### src/rtl/codec_regs_defs.svh
`ifndef CODEC_REGS_DEFS_SVH
`define CODEC_REGS_DEFS_SVH

// Register offsets on the control port.
`define OFS_OVF_PLL        8'h0b
`define OFS_FILTER         8'h0c
`define OFS_DETECT         8'h0d
`define OFS_DETECT_B       8'h0e

// Field positions.
`define OVF_HI             7
`define OVF_LO             4
`define PLLDIV_HI          3
`define PLLDIV_LO          0
`define HPL_HI             7
`define HPL_LO             6
`define HPR_HI             5
`define HPR_LO             4
`define FX_L_BIT           3
`define DEEMPH_L_BIT       2
`define FX_R_BIT           1
`define DEEMPH_R_BIT       0
`define DET_EN_BIT         7
`define DET_TYPE_HI        6
`define DET_TYPE_LO        5
`define JACK_DB_HI         4
`define JACK_DB_LO         2
`define BTN_DB_HI          1
`define BTN_DB_LO          0
`define BTN_FLAG_BIT       5

// Reset values.
`define PLLDIV_RST         4'h1
`define FILTER_RST         8'h00
`define DETECT_RST         8'h00

// Timing: the 1 ms base tick at the system clock rate.
`define CLK_NS             10
`define BASE_TICK_NS       1000000
`define BASE_TICK_CYC      (`BASE_TICK_NS / `CLK_NS)
// Debounce length in ticks: 8 samples of the chosen tick; button code 00 bypasses it.
`define DB_SAMPLES         8

`endif

### src/rtl/codec_regs_pkg.sv
package codec_regs_pkg;
  // Accessory type reported by detection.
  typedef enum logic [1:0] {
    ACC_NONE,
    ACC_STEREO,
    ACC_CELL,
    ACC_BOTH
  } accessory_t;
endpackage

### src/rtl/codec_flags_filter_detect_regs.sv
`timescale 1ns/1ps
`include "codec_regs_defs.svh"

module codec_flags_filter_detect_regs #(
  parameter int unsigned TICK_CYC = `BASE_TICK_CYC
) (
  // Clock and reset.
  input  wire logic       clk_sys,
  input  wire logic       rst_n,
  // Control port.
  input  wire logic       regWr,
  input  wire logic       regRd,
  input  wire logic [7:0] regAddr,
  input  wire logic [7:0] regWdata,
  output logic [7:0]      regRdata,
  // Overflow events: left ADC, right ADC, left DAC, right DAC.
  input  wire logic [3:0] ovfEvent,
  // Raw detection inputs.
  input  wire logic       stereoJackRaw,
  input  wire logic       cellJackRaw,
  input  wire logic       buttonRaw,
  // Controls to the datapaths.
  output logic [4:0]      pllDivider,
  output logic [1:0]      hpfLeftSel,
  output logic [1:0]      hpfRightSel,
  output logic            fxLeftEn,
  output logic            deemphLeftEn,
  output logic            fxRightEn,
  output logic            deemphRightEn,
  output logic            detectEn,
  output logic            buttonFlag
);
  logic [3:0] ovf_reg;
  logic [3:0] ovf_next;
  logic [3:0] pllDiv_reg;
  logic [3:0] pllDiv_next;
  logic [7:0] filter_reg;
  logic [7:0] filter_next;
  logic       detEn_reg;
  logic       detEn_next;
  logic [2:0] jackDb_reg;
  logic [2:0] jackDb_next;
  logic [1:0] btnDb_reg;
  logic [1:0] btnDb_next;
  logic       btnFlag_reg;
  logic       btnFlag_next;
  logic [7:0] rdata_reg;
  logic [7:0] rdata_next;
  logic       btnPrev_reg;
  logic       btnPrev_next;

  logic [16:0] baseCnt_reg;
  logic [16:0] baseCnt_next;
  logic [5:0]  tickDiv_reg;
  logic [5:0]  tickDiv_next;
  logic        baseTick;
  logic        jackTick;
  logic        btnTick;
  logic        stereoDb;
  logic        cellDb;
  logic        btnDb;
  logic        btnRise;
  codec_regs_pkg::accessory_t accType;

  // Divider field decode: code zero stands for sixteen.
  function automatic logic [4:0] pll_ratio(input logic [3:0] code);
    pll_ratio = (code == 4'h0) ? 5'h10 : {1'b0, code};
  endfunction

  // Tick of 2^n base periods: fires when the low n divider bits are all set.
  function automatic logic pow2_tick(input logic [5:0] div,
                                     input logic [2:0] n);
    logic [5:0] mask;
    mask = 6'((7'h01 << n) - 7'h01);
    pow2_tick = ((div & mask) == mask);
  endfunction

  // Base 1 ms tick and the binary divider behind the slower ticks.
  always_comb begin
    baseTick     = (baseCnt_reg == 17'(TICK_CYC - 1));
    baseCnt_next = baseTick ? 17'h0_0000 : baseCnt_reg + 17'h0_0001;
    tickDiv_next = baseTick ? tickDiv_reg + 6'h01 : tickDiv_reg;
  end

  // Jack sampling tick is 2 ms doubled per code; button 1 ms doubled.
  assign jackTick = baseTick &&
                    pow2_tick(tickDiv_reg, 3'(jackDb_reg + 3'h1));
  assign btnTick  = baseTick &&
                    pow2_tick(tickDiv_reg, 3'(btnDb_reg - 2'h1));

  always_ff @(posedge clk_sys) begin
    if (!rst_n) begin
      baseCnt_reg <= 17'h0_0000;
      tickDiv_reg <= 6'h00;
    end else begin
      baseCnt_reg <= baseCnt_next;
      tickDiv_reg <= tickDiv_next;
    end
  end

  // Debouncers see the raw inputs only while detection is enabled, else a low level.
  debounce_unit stereoDebounce (
    .clk_sys   (clk_sys),
    .rst_n     (rst_n),
    .tick      (jackTick),
    .bypass    (1'b0),
    .rawIn     (stereoJackRaw & detEn_reg),
    .stableOut (stereoDb)
  );
  debounce_unit cellDebounce (
    .clk_sys   (clk_sys),
    .rst_n     (rst_n),
    .tick      (jackTick),
    .bypass    (1'b0),
    .rawIn     (cellJackRaw & detEn_reg),
    .stableOut (cellDb)
  );
  // Code 00 passes the button straight through.
  debounce_unit buttonDebounce (
    .clk_sys   (clk_sys),
    .rst_n     (rst_n),
    .tick      (btnTick),
    .bypass    (btnDb_reg == 2'b00),
    .rawIn     (buttonRaw & detEn_reg),
    .stableOut (btnDb)
  );

  // Detected type follows the debounced jack levels.
  assign accType =
    codec_regs_pkg::accessory_t'({cellDb, stereoDb});
  assign btnRise = btnDb && !btnPrev_reg;

  // Register writes, read data capture and sticky flags.
  always_comb begin
    ovf_next     = ovf_reg;
    pllDiv_next  = pllDiv_reg;
    filter_next  = filter_reg;
    detEn_next   = detEn_reg;
    jackDb_next  = jackDb_reg;
    btnDb_next   = btnDb_reg;
    btnFlag_next = btnFlag_reg;
    rdata_next   = rdata_reg;
    btnPrev_next = btnDb;
    if (regRd) begin
      case (regAddr)
        `OFS_OVF_PLL: begin
          rdata_next  = {ovf_reg, pllDiv_reg};
          ovf_next    = 4'h0;
        end
        `OFS_FILTER:  rdata_next = filter_reg;
        `OFS_DETECT:  rdata_next = {detEn_reg, accType, jackDb_reg, btnDb_reg};
        `OFS_DETECT_B: begin
          rdata_next   = 8'(btnFlag_reg) << `BTN_FLAG_BIT;
          btnFlag_next = 1'b0;
        end
        default:      rdata_next = 8'h00;
      endcase
    end
    if (regWr) begin
      case (regAddr)
        `OFS_OVF_PLL: pllDiv_next = regWdata[`PLLDIV_HI:`PLLDIV_LO];
        `OFS_FILTER:  filter_next = regWdata;
        `OFS_DETECT: begin
          detEn_next  = regWdata[`DET_EN_BIT];
          // Reserved codes are software's to avoid; stored as written.
          jackDb_next = regWdata[`JACK_DB_HI:`JACK_DB_LO];
          btnDb_next  = regWdata[`BTN_DB_HI:`BTN_DB_LO];
        end
        default: ;
      endcase
    end
    // Setting after the clear lets a same-cycle event win.
    ovf_next = ovf_next | ovfEvent;
    if (btnRise) begin
      btnFlag_next = 1'b1;
    end
  end

  always_ff @(posedge clk_sys) begin
    if (!rst_n) begin
      ovf_reg     <= 4'h0;
      pllDiv_reg  <= `PLLDIV_RST;
      filter_reg  <= `FILTER_RST;
      detEn_reg   <= 1'b0;
      jackDb_reg  <= 3'h0;
      btnDb_reg   <= 2'h0;
      btnFlag_reg <= 1'b0;
      rdata_reg   <= 8'h00;
      btnPrev_reg <= 1'b0;
    end else begin
      ovf_reg     <= ovf_next;
      pllDiv_reg  <= pllDiv_next;
      filter_reg  <= filter_next;
      detEn_reg   <= detEn_next;
      jackDb_reg  <= jackDb_next;
      btnDb_reg   <= btnDb_next;
      btnFlag_reg <= btnFlag_next;
      rdata_reg   <= rdata_next;
      btnPrev_reg <= btnPrev_next;
    end
  end

  // Datapath controls straight from the registers.
  assign regRdata      = rdata_reg;
  assign pllDivider    = pll_ratio(pllDiv_reg);
  assign hpfLeftSel    = filter_reg[`HPL_HI:`HPL_LO];
  assign hpfRightSel   = filter_reg[`HPR_HI:`HPR_LO];
  assign fxLeftEn      = filter_reg[`FX_L_BIT];
  assign deemphLeftEn  = filter_reg[`DEEMPH_L_BIT];
  assign fxRightEn     = filter_reg[`FX_R_BIT];
  assign deemphRightEn = filter_reg[`DEEMPH_R_BIT];
  assign detectEn      = detEn_reg;
  assign buttonFlag    = btnFlag_reg;

  // Overflow flags: set by events, held until read, never lost to a clear.
  ovf_sticky_a: assert property (
    @(posedge clk_sys) disable iff (!rst_n)
    (ovfEvent[0] && !(regRd && regAddr == `OFS_OVF_PLL)) ##1 1'b1
      |-> ovf_reg[0])
    else $error("Overflow flag did not latch.");
  ovf_hold_a: assert property (
    @(posedge clk_sys) disable iff (!rst_n)
    !(regRd && regAddr == `OFS_OVF_PLL)
      |=> (ovf_reg & $past(ovf_reg)) == $past(ovf_reg))
    else $error("Overflow flag dropped without a read.");
  ovf_read_clear_a: assert property (
    @(posedge clk_sys) disable iff (!rst_n)
    (regRd && regAddr == `OFS_OVF_PLL && ovfEvent == 4'h0)
      |=> ovf_reg == 4'h0 && rdata_reg[7:4] == $past(ovf_reg))
    else $error("Overflow read did not return then clear.");
  ovf_same_cycle_a: assert property (
    @(posedge clk_sys) disable iff (!rst_n)
    (regRd && regAddr == `OFS_OVF_PLL && ovfEvent[3]) |=> ovf_reg[3])
    else $error("Overflow lost to read clear.");

  // Reset values and the written control fields.
  reset_values_a: assert property (
    @(posedge clk_sys) disable iff (!rst_n)
    !$past(rst_n) |-> ovf_reg == 4'h0 && pllDiv_reg == `PLLDIV_RST &&
      filter_reg == `FILTER_RST && !detEn_reg && !btnFlag_reg)
    else $error("Register left reset with a wrong value.");
  pll_decode_a: assert property (
    @(posedge clk_sys) disable iff (!rst_n)
    pllDivider == ((pllDiv_reg == 4'h0) ? 5'h10 : {1'b0, pllDiv_reg}))
    else $error("PLL divider decode wrong.");
  filter_write_a: assert property (
    @(posedge clk_sys) disable iff (!rst_n)
    (regWr && regAddr == `OFS_FILTER)
      |=> {hpfLeftSel, hpfRightSel, fxLeftEn, deemphLeftEn,
           fxRightEn, deemphRightEn} == $past(regWdata))
    else $error("Filter controls did not follow write.");
  det_enable_a: assert property (
    @(posedge clk_sys) disable iff (!rst_n)
    (regWr && regAddr == `OFS_DETECT) |=> detectEn == $past(regWdata[7]))
    else $error("Detection enable did not follow write.");
  det_fields_a: assert property (
    @(posedge clk_sys) disable iff (!rst_n)
    (regWr && regAddr == `OFS_DETECT)
      |=> jackDb_reg == $past(regWdata[4:2]) &&
          btnDb_reg == $past(regWdata[1:0]))
    else $error("Debounce codes did not follow write.");

  // Button flag and the detected accessory type.
  btn_flag_set_a: assert property (
    @(posedge clk_sys) disable iff (!rst_n)
    btnRise |=> buttonFlag)
    else $error("Button flag did not latch.");
  btn_flag_clear_a: assert property (
    @(posedge clk_sys) disable iff (!rst_n)
    (regRd && regAddr == `OFS_DETECT_B && !btnRise) |=> !buttonFlag)
    else $error("Button flag not cleared by read.");
  btn_flag_hold_a: assert property (
    @(posedge clk_sys) disable iff (!rst_n)
    (buttonFlag && !(regRd && regAddr == `OFS_DETECT_B)) |=> buttonFlag)
    else $error("Button flag dropped without a read.");
  // Masked jacks cannot raise a type while detection is off.
  acc_type_a: assert property (
    @(posedge clk_sys) disable iff (!rst_n)
    (!detEn_reg && accType == codec_regs_pkg::ACC_NONE)
      |=> accType == codec_regs_pkg::ACC_NONE)
    else $error("Accessory type moved while detection was off.");
endmodule

### src/rtl/debounce_unit.sv
`timescale 1ns/1ps
`include "codec_regs_defs.svh"

// Accepts a new input level only after eight equal samples on tick, or at once with bypass.
module debounce_unit (
  // Clock and reset.
  input  wire logic clk_sys,
  input  wire logic rst_n,
  // Sampling.
  input  wire logic tick,
  input  wire logic bypass,
  input  wire logic rawIn,
  // Result.
  output logic      stableOut
);
  logic [3:0] runCnt_reg;
  logic [3:0] runCnt_next;
  logic       stable_reg;
  logic       stable_next;

  // A sample back at the held level restarts the run, so without bypass glitches never pass.
  always_comb begin
    runCnt_next = runCnt_reg;
    stable_next = stable_reg;
    if (bypass) begin
      stable_next = rawIn;
      runCnt_next = 4'h0;
    end else if (tick) begin
      if (rawIn == stable_reg) begin
        runCnt_next = 4'h0;
      end else if (runCnt_reg == 4'(`DB_SAMPLES - 1)) begin
        stable_next = rawIn;
        runCnt_next = 4'h0;
      end else begin
        runCnt_next = runCnt_reg + 4'h1;
      end
    end
  end

  always_ff @(posedge clk_sys) begin
    if (!rst_n) begin
      runCnt_reg <= 4'h0;
      stable_reg <= 1'b0;
    end else begin
      runCnt_reg <= runCnt_next;
      stable_reg <= stable_next;
    end
  end

  assign stableOut = stable_reg;

  // Without bypass the output only moves on a tick.
  change_on_tick_a: assert property (
    @(posedge clk_sys) disable iff (!rst_n)
    (!$past(bypass) && $past(rst_n) && stable_reg != $past(stable_reg))
      |-> $past(tick))
    else $error("Debounced level changed without a tick.");
endmodule

### config.mk
export PLATFORM = sky130hd
export DESIGN_NAME = codec_flags_filter_detect_regs
export DESIGN_NICKNAME = d
export VERILOG_FILES = /design/src/rtl/codec_regs_pkg.sv /design/src/rtl/codec_flags_filter_detect_regs.sv /design/src/rtl/debounce_unit.sv
export VERILOG_INCLUDE_DIRS = /design/src /design/src/rtl
export SDC_FILE = /design/constraint.sdc
export NUM_CORES = 1
export LEC_CHECK = 0
export BUFFER_PORTS_ARGS = -buffer_cell sky130_fd_sc_hd__buf_2
export CAP_MARGIN = 15
export CELL_PAD_IN_SITES_DETAIL_PLACEMENT = 1
export CELL_PAD_IN_SITES_GLOBAL_PLACEMENT = 2
export CORE_MARGIN = 8
export CORE_UTILIZATION = 35
export CTS_CLUSTER_SIZE = 10
export DETAILED_ROUTE_END_ITERATION = 7
export PLACE_DENSITY = 0.85
export RECOVER_POWER = 50
export SYNTH_ARGS = -nofsm -noshare
export SYNTH_HDL_FRONTEND = slang
export SYNTH_HIERARCHICAL = 1
export SYNTH_SLANG_ARGS = --single-unit
### constraint.sdc
create_clock -name clk_sys -period 4.33 [get_ports clk_sys]
set_input_delay 0.866 -clock clk_sys [delete_from_list [all_inputs] [get_ports clk_sys]]
set_output_delay 0.866 -clock clk_sys [all_outputs]
set_load 0.01 [all_outputs]
==> results.ini <==
[die]
core-area_um2 = 9680
io_pins = 50
rows = 36
die_h_um = 115
start_util_pct = 35.6
dieArea_um2 = 13300
die_x_um = 115

[sta]
setup-violations-final = 0
period_share_pct = 71.2
rsz0062_at_grt = no
fin_tns_setup_ns = 0
fin_crit_ns = 3.08
max_slew_margin_pct = -15.1
fin_worst_skew_ns = 0.0109
worst_pin_slew_ns = 1.73
worst_slack_ns = 1.25
max_freq_ghz = 0.324
finalHoldViolCount = 0
report.final.slew_viol_count = 41

[global_routing]
antenna_found_initial = 0
grt_pass1_vias = 3161
grt_remaining_overflow = 0
grt_start_max_net_pins = 41
grt_pass1_wl_um = 15500
track_usage_pct = 14.7

[yosys]
yosys.cell_types.count = 57
yosysSeqAreaShare_pct = 40.6
synth-main-ff-cell = dfxtp_1
avgSynthCellArea_um2 = 9.01
synth_area_leader_cell = dfxtp_1
async_flop_share_pct = 0
synthesis.area_um2 = 3450
ys_seq_elements = 70
synth.area.top_cells = dfxtp_1 41%, nand3_1 5.5%, ha_1 3.3%
yosysMostFrequentCell = dfxtp_1
netlist_top_cells_count = 70 x dfxtp_1, 38 x nand3_1, 26 x nand2_1
synth-edff-count = 0
synth_top_area_share_pct = 40.6
syn_inst = 383
synth_warnings = 6

[clocking]
cts_tree = yes
cts_buffer_depth = 2
holdBufCountCts = 0
clk_latency_ns = 0.36
clock-root-buffer = clkbuf_8
path_clk_slew_ns = 0.07
htreeDepth = 3
post_cts_resized = 0
cts_made_buffers = 9
numClockSinks = 70
post-cts-setup-buffers = 0

[outcome]
violations = capacitance limit, slew limit
status = complete, but fails checks

[finish]
final_util_pct = 41.7
area_delta_synth_final_pct = 17.0
fillCellCount = 1163
drive_gt1_share_pct = 13.4
antennaDiodeCount = 0
largest_register_ffs = 17
nets = 470

[routing]
drt_iter0_markers = 92
final_antenna_net_count = 0
vias_per_cell = 5.34
drtPass1Iterations = 4
routed_wl_um = 9140
drc = 0
wl_per_cell_um = 16.0
num_vias = 3054

[flow_run]
cap_violations = 1

[placement]
dp_hpwl_um = 6770
port-buffer-count = 49
gp_congestion = 0.758
dpl_worst_slack_ns = 1.62

[critical_path]
cp.arrival_ns = 3.34
end_kind = flop
worstSetupPathType = primary input to flop
path_max_fanout = 40
critPathLaunchType = primary input
worstPathRequired_ns = 4.59

[power_and_ir_drop]
total_leakage_power_nw = 1.40
power_w = 0.00132
ir_drop_mv = 0.126
cellPowerDensity_nw_per_um2 = 327

[min_path]
hold_class = flop to flop

[cell families after synthesis]
group	share of synthesized area [%]
AO/OA/AOI/OAI	18.4
XOR/XNOR	5.22
adder cells (fa/ha/maj)	3.26
buffers and inverters	2.90
flip-flops	40.6
multiplexers	2.65
other	0.109
AND/OR/NAND/NOR	26.9
[power by group]
part / internal [W] / switching (W)
Sequential: 0.000648 / 0.00000429
Clock: 0.000356 / 0.000260
Combinational: 0.0000192 / 0.0000323
[through the flow]
step / area (um^2) / cells / hold slack (ns)
floorplan: 3470 / 388 / 0.430
detailed placement: 3840 / 556 / 0.464
global placement: 3840 / 556 / 0.445
finish: 4040 / 572 / 0.486
global route: 4040 / 572 / 0.500
CTS: 4080 / 572 / 0.490
[cell usage in the layout (no fill, tap or decap), types with 4 or more instances in the layout]
cell type	Yosys	layout
xnor2_1	7	7
clkbuf_1	13	25
o2bb2ai_1	7	7
o21a_1	5	5
nor4_1	6	5
nand2_1	26	26
mux2i_1	8	8
conb_1	1	6
and4b_1	6	6
or4_1	4	4
buf_2	2	25
xor2_1	8	8
nand4_1	6	6
a31oi_1	4	4
or3_1	5	5
nor2_1	19	19
nand2b_1	7	7
nand4b_1	6	6
clkbuf_8	0	11
a22o_1	7	7
nand3b_1	4	4
o31ai_1	7	7
dfxtp_1	70	70
o21ai_0	18	18
a21oi_1	20	20
nand3_1	38	38
and2_1	4	4
a21boi_0	5	5
ha_1	9	9
inv_1	9	9
nor2b_1	5	5
[layout make-up]
| class | instances | area [um^2] | area share [%] |
|---|---|---|---|
| multi-input combinational | 292 | 1970 | 48.8 |
| timing repair buffer | 52 | 234 | 5.79 |
| tap | 133 | 166 | 4.12 |
| clock inverter | 5 | 81.3 | 2.01 |
| clock buffer | 11 | 151 | 3.75 |
| sequential | 70 | 1400 | 34.7 |
| inverter | 9 | 33.8 | 0.836 |
[worst max-delay path, stage by stage]
cell and delay (ns):
clkbuf_1 0.09, clkbuf_1 1.25, nand2_1 0.80, a21oi_1 0.32
[final timing paths]
kind	start	end	slack, ns	cells past startpoint
worst min-delay path	baseCnt_reg[0]$_SDFF_PP0_	baseCnt_reg[0]$_SDFF_PP0_	0.49	1
worst max register to register	baseCnt_reg[0]$_SDFF_PP0_	stereoDebounce/stableOut$_SDFFE_PN0P_	1.61	8
worst min register to register	baseCnt_reg[0]$_SDFF_PP0_	baseCnt_reg[0]$_SDFF_PP0_	0.49	1
worst max-delay path	rst_n	baseCnt_reg[15]$_SDFF_PP0_	1.25	4
[layer usage]
metal,vias to the layer above,wire length [um],track usage (%)
met5,-,0,0
li1,1512,-,-
met4,0,162,6.04
met1,1493,4210,17.4
met2,38,4510,25.2
met3,11,251,3.26
No activity file was read; power rests on OpenSTA's default activity.
